**config.mk**
```make
export PLATFORM = sky130hd
export DESIGN_NAME = led_current_serial_setting
export DESIGN_NICKNAME = d
export VERILOG_FILES = /design/src/common/led_current_pkg.sv /design/src/hdl/led_current_serial_setting.sv
export VERILOG_INCLUDE_DIRS = /design/src /design/src/common
export SDC_FILE = /design/constraint.sdc
export NUM_CORES = 1
export LEC_CHECK = 0
export ABC_AREA = 1
export BUFFER_PORTS_ARGS = -buffer_cell sky130_fd_sc_hd__buf_2
export CAP_MARGIN = 20
export CORE_MARGIN = 4
export CORE_UTILIZATION = 60
export CTS_BUF_LIST = sky130_fd_sc_hd__clkbuf_8
export CTS_CLUSTER_SIZE = 25
export DETAILED_ROUTE_END_ITERATION = 12
export GPL_TIMING_DRIVEN = 0
export PLACE_DENSITY = 0.79
export SETUP_SLACK_MARGIN = 0.5
export SLEW_MARGIN = 5
export SYNTH_ARGS = -nofsm -noshare
export SYNTH_HDL_FRONTEND = slang
export SYNTH_SLANG_ARGS = --single-unit
```
**constraint.sdc**
```tcl
create_clock -name ref_clk -period 3.5 [get_ports ref_clk]
set_clock_uncertainty 0.1 [all_clocks]
set_input_delay 0.525 -clock ref_clk [delete_from_list [all_inputs] [get_ports ref_clk]]
set_output_delay 0.525 -clock ref_clk [all_outputs]
set_load 0.005 [all_outputs]
```
**src/common/led_current_regs.svh**
```systemverilog
// constants of the serial current-setting block
// assumes a 40 MHz reference clock; included by the package and the design module
`ifndef LED_CURRENT_REGS_SVH
`define LED_CURRENT_REGS_SVH

// ----------------------------------------
// widths and counts
// ----------------------------------------
`define SETTING_BITS        7
`define OVERFLOW_PULSES     8
`define PULSE_CNT_BITS      4

// ----------------------------------------
// timing
// ----------------------------------------
`define CLK_PERIOD_PS       25000
`define CLEAR_PULSE_PS      20000
// longest time, round down, at least one cycle
`define CLEAR_PULSE_CYCLES  ((`CLEAR_PULSE_PS / `CLK_PERIOD_PS) < 1 ? 1 : \
                             (`CLEAR_PULSE_PS / `CLK_PERIOD_PS))

// ----------------------------------------
// reset values
// ----------------------------------------
`define SETTING_RESET       7'h00

`endif

```
**src/common/led_current_pkg.sv**
```systemverilog
// types of the serial current-setting block
// assumes led_current_regs.svh on the include path
`include "led_current_regs.svh"

package led_current_pkg;

    // ----------------------------------------
    // operating state
    // ----------------------------------------
    typedef enum logic [1:0] {
        ST_SHUTDOWN,
        ST_SELECTED,
        ST_OVERFLOW
    } op_state_e;

    typedef logic [`SETTING_BITS-1:0] setting_t;

endpackage : led_current_pkg

```
**src/hdl/led_current_serial_setting.sv**
```systemverilog
// serial current-setting logic of a backlight led boost driver
// assumes select and clock pins come from outside ref_clk and are synchronised here
`timescale 1ns/1ps
`include "led_current_regs.svh"

// What this block does
// - clocks accepted only while select low
// - select falling edge clears shift register
// - open select reads high, device disabled in local mode
// - each clock shifts preset one in
// - clock edges counted only inside select window
// - no readback, no overflow guard
// - over eight clocks: clear, zero, shutdown
// - select rising edge latches setting
// - mode high: serial programmed current
// - mode low: select on/off, base current
// - seven bits cleared; current by lowest set bit
module led_current_serial_setting
    import led_current_pkg::*;
#(
    parameter int SETTING_BITS = `SETTING_BITS,
    parameter int OVERFLOW_PULSES = `OVERFLOW_PULSES
) (
    // clock, reset, enable
    input  wire logic                    ref_clk,
    input  wire logic                    rst_n,
    input  wire logic                    clk_en,
    // host pins; pad pull-ups make an open pin read high
    input  wire logic                    select_n,
    input  wire logic                    shift_clock,
    input  wire logic                    mode_remote,
    // current level to the analog mirror
    output logic                         output_enable,
    output logic [3:0]                   current_level,
    output logic                         base_current,
    output logic [SETTING_BITS-1:0]      active_setting
);

    // ----------------------------------------
    // state
    // ----------------------------------------
    typedef struct packed {
        logic [2:0]                  sel_sync;
        logic [2:0]                  clk_sync;
        logic [2:0]                  mode_sync;
        logic                        sel_q;
        logic                        clk_q;
        logic                        mode_q;
        op_state_e                   state;
        logic [SETTING_BITS-1:0]     shift;
        logic [SETTING_BITS-1:0]     latched;
        logic [`PULSE_CNT_BITS-1:0]  pulses;
        logic                        en;
        logic [3:0]                  level;
        logic                        base;
    } core_s;

    core_s core_r;
    core_s core_nxt;

    logic sel_fall;
    logic sel_rise;
    logic clk_rise;

    // ----------------------------------------
    // pin filtering and edges
    // ----------------------------------------
    // a change counts once stages two and three agree, filtering a one-cycle glitch
    always_comb begin
        core_nxt = core_r;
        core_nxt.sel_sync = {core_r.sel_sync[1:0], select_n};
        core_nxt.clk_sync = {core_r.clk_sync[1:0], shift_clock};
        core_nxt.mode_sync = {core_r.mode_sync[1:0], mode_remote};
        if (core_r.sel_sync[1] == core_r.sel_sync[2]) begin
            core_nxt.sel_q = core_r.sel_sync[2];
        end
        if (core_r.clk_sync[1] == core_r.clk_sync[2]) begin
            core_nxt.clk_q = core_r.clk_sync[2];
        end
        if (core_r.mode_sync[1] == core_r.mode_sync[2]) begin
            core_nxt.mode_q = core_r.mode_sync[2];
        end
        sel_fall = core_r.sel_q && !core_nxt.sel_q;
        sel_rise = !core_r.sel_q && core_nxt.sel_q;
        clk_rise = !core_r.clk_q && core_nxt.clk_q;

        // ----------------------------------------
        // sequencing
        // ----------------------------------------
        case (core_r.state)
            ST_SHUTDOWN: begin
                if (sel_fall) begin
                    core_nxt.shift = '0;
                    core_nxt.pulses = '0;
                    core_nxt.state = ST_SELECTED;
                end
            end
            ST_SELECTED: begin
                if (sel_rise) begin
                    core_nxt.latched = core_r.shift;
                    core_nxt.state = ST_SHUTDOWN;
                end else if (clk_rise && core_r.mode_q) begin
                    if (core_r.pulses == `PULSE_CNT_BITS'(OVERFLOW_PULSES)) begin
                        // ninth pulse: no saturation, the setting is lost
                        core_nxt.shift = '0;
                        core_nxt.latched = '0;
                        core_nxt.state = ST_OVERFLOW;
                    end else begin
                        core_nxt.pulses = core_r.pulses + `PULSE_CNT_BITS'(1);
                        // preset one enters at the top and moves right
                        core_nxt.shift = {1'b1, core_r.shift[SETTING_BITS-1:1]};
                    end
                end
            end
            ST_OVERFLOW: begin
                // stays off until the next select window
                if (sel_rise) begin
                    core_nxt.state = ST_SHUTDOWN;
                end
            end
            default: begin
                core_nxt.state = ST_SHUTDOWN;
            end
        endcase

        // ----------------------------------------
        // output current
        // ----------------------------------------
        // level n means reference_current * 746 * (n + 0.5)
        // ones fill from the top, so the lowest set bit gives the pulse count
        core_nxt.level = '0;
        for (int i = SETTING_BITS - 1; i >= 0; i--) begin
            if (core_nxt.latched[i]) begin
                core_nxt.level = 4'(SETTING_BITS - i);
            end
        end
        if (core_nxt.mode_q) begin
            core_nxt.en = (core_nxt.state != ST_OVERFLOW) && (core_nxt.level != '0);
            core_nxt.base = 1'b0;
        end else begin
            // clock ignored; select switches the base current, and a select window still clears the latched setting
            core_nxt.en = !core_nxt.sel_q;
            core_nxt.base = 1'b1;
            core_nxt.level = '0;
        end
    end

    // ----------------------------------------
    // registers
    // ----------------------------------------
    // select and mode start high, as the pad pull-ups leave them
    always_ff @(posedge ref_clk) begin
        if (!rst_n) begin
            core_r <= '0;
            core_r.sel_sync <= 3'h7;
            core_r.mode_sync <= 3'h7;
            core_r.sel_q <= 1'b1;
            core_r.mode_q <= 1'b1;
            core_r.state <= ST_SHUTDOWN;
        end else if (clk_en) begin
            core_r <= core_nxt;
        end
    end

    // no path returns the setting to the host
    assign output_enable = core_r.en;
    assign current_level = core_r.level;
    assign base_current = core_r.base;
    assign active_setting = core_r.latched;

endmodule : led_current_serial_setting

```
==> summary.md <==
| Metric | Value |
|---|---|
| Dpl cells | 299 |
| Die Ht | 62.7 um |
| Crit path max-delay family | simple AND/OR/NAND/NOR gates |
| Final ANT Viol Nets | 0 |
| Initial core utilization | 64.0% |
| MaxCap Viol Count | 0 |
| Total Routing Usage GR | 19.3% |
| I/O pin cnt | 19 |
| Critical Path RT | 3.55 ns |
| DP HPWL | 2570 um |
| Seq/Total Area, Yosys | 41.3% |
| DRC | 0 |
| RSZ-0062 raised after global routing | no |
| Fin cells | 307 |
| Sum Neg Setup Slack | 0 ns |
| CTS Buf Count | 5 |
| Worst EP arrival | 1.93 ns |
| Routed vias/inst | 5.12 |
| Number of global-route vias before repair | 1408 |
| Synth Instances | 253 |
| Post-CTS Setup Bufs | 0 |
| Syn Area/Cell | 7.10 um^2 |
| Outcome | complete, no violations |
| Drt pass-1 iters | 4 |
| Number of port buffers | 15 |
| Final Max Tran Viols | 0 |
| CP Max Fanout | 10 |
| Core area | 2810 um^2 |
| Main synth FF type | dfxtp_1 |
| H-tree Lvls | 2 |
| Antenna violations before repair | 0 |
| Post_cts resized | 0 |
| CTS max path bufs | 2 |
| Pwr per Cell Area | 466 nW/um^2 |
| CTS clk-pin slew, worst paths | 0.07 ns |
| Commonest non-fill, non-tap cell in the layout | nand2_1 |
| Slew of the pin with the lowest slew margin | 0.539 ns |
| Clk root buf | clkbuf_8 |
| Min Hold Slack | 0.355 ns |
| Final setup fails | 0 |
| # diodes | 0 |
| Critical Setup Path Class | reg -> reg |
| Iter 0 DRT Violations | 93 |
| Fraction of registers with async set/reset | 0% |
| Hold Path Class | in -> reg |
| Number of synthesized flops with an enable pin | 0 |
| Mapped Area | 1800 um^2 |
| Post-Syn Nets | 261 |
| VDD IR max | 0.313 mV |
| Via count | 1571 |
| GRT overflow | 0 |
| LEAKAGE | 0.965 nW |
| Core Rows | 19 |
| Final Hold Fails | 0 |
| Die span in x | 62.7 um |
| First-pass GRT wire length | 6180 um |
| Crit-path slowest cell | dfxtp_1 |
| Max Clock Freq | 532 MHz |
| Tcrit/Tclk final | 53.7% |
| Fin nets | 283 |
| GP Congestion | 0.770 |
| CP peak stage delay | 0.34 ns |
| Final wirelength | 3510 um |
| Skew-Pair Late Insertion Delay | 0.28 ns |
| Slew HR | 64.1% |
| CP startpoint kind | flop |
| Hold buffer count at cts | 0 |
| CTS Sinks | 37 |
| Cell breakdown of the critical path | inv_1, ha_1, nand3_1, nor2_2, nand2_2, buf_6, o21ai_1, nand2_1, nor2_1, nand3_1, nand2_1, a21oi_2 |
| Crit end category | flop |
| YS warnings | 0 |
| Share of layout cells above drive strength 1 | 17.8% |
| Area added between synthesis and finish | 12.8% |
| Routed wire length per instance | 11.4 um |
| Synth Register Bits | 37 |
| Synth unique cells | 30 |
| Die ar. | 3930 um^2 |
| CP Buf/Inv Count | 2 |
| Largest net degree at the start of global routing | 12 |
| Final critical-path required period | 1.88 ns |
| CTS tree | built |
| Commonest non-fill, non-tap cells in the layout | 79 x nand2_1, 37 x dfxtp_1, 20 x inv_1, 20 x a21oi_1, 15 x buf_2 |
metrics by stage:
stage	utilization, %	instance area [um^2]	power, W	setup WS (ns)
after floorplan	-	1800	0.000551	1.86
final	72.2	2030	0.000944	1.62
after detailed placement	68.1	1910	0.000582	1.62
after global placement	68.1	1910	0.000579	1.65
after CTS	72.2	2030	0.000952	1.63
after global routing	72.2	2030	0.000984	1.44
synthesized netlist by cell type (3+ instances only):
master	instances	area (um^2)
nor2_1	14	52.6
a21oi_1	20	100
a211oi_1	3	22.5
nand3_1	14	70.1
o21ai_0	13	65.1
o21ai_1	3	15.0
buf_4	11	82.6
nor2_2	3	18.8
nand2_1	79	297
inv_1	19	71.3
nor3_1	4	20.0
dfxtp_1	37	741
clkbuf_1	8	30.0
layout make-up:
class                   instances  area, um^2
inverters                      21        78.8
fillers                       262         779
clock inverters                 2        33.8
clock buffers                   6        82.6
repair buffers                 15        75.1
flip-flops and latches         37         741
well taps                      31        38.8
multi-input cells             175         852
plain buffers                  20         124
final timing paths:
path	start	to	slack [ns]	cells after the start
worst max-delay path	core_r[6]	output_enable	1.62	12
worst min-delay path	mode_remote	core_nxt[30]	0.36	3
worst max register to register	core_r[6]	output_enable	1.62	12
worst min register to register	core_nxt[30]	core_nxt[30]	0.36	2
cell families after synthesis:
| family | count (synthesis) | synth area share [%] |
|---|---|---|
| compound gates | 47 | 14.8 |
| fa+ha+maj | 2 | 1.39 |
| buf+inv | 41 | 11.3 |
| flops | 37 | 41.3 |
| other cells | 1 | 0.209 |
| simple gates | 125 | 31.0 |
routing by layer:
layer	global-route usage [%]	wire [um]	up-vias
met1	25.5	1810	696
met3	4.86	109	6
met2	30.0	1530	23
li1	-	-	846
met4	7.71	64	0
met5	0	0	-
worst min-delay path, delay by kind of cell:
| family | cells | cell delay, ns |
|---|---|---|
| buffers and inverters | 1 | 0.08 |
| and+or+nand+nor | 2 | 0.10 |
where the power goes:
part	total [W]	internal, W	switching (W)	leakage [nW]
Combinational	0.000115	0.0000477	0.0000669	0.598
Sequential	0.000457	0.000442	0.0000153	0.304
Clock	0.000373	0.000229	0.000143	0.0626
Total	0.000944	0.000719	0.000226	0.965
registers in the layout (all words and copies together), names as in the netlist:
register        cells
active_setting      7
base_current        1
core_nxt            6
core_r             19
current_level       3
output_enable       1
Power figures use the tool's default switching activity.
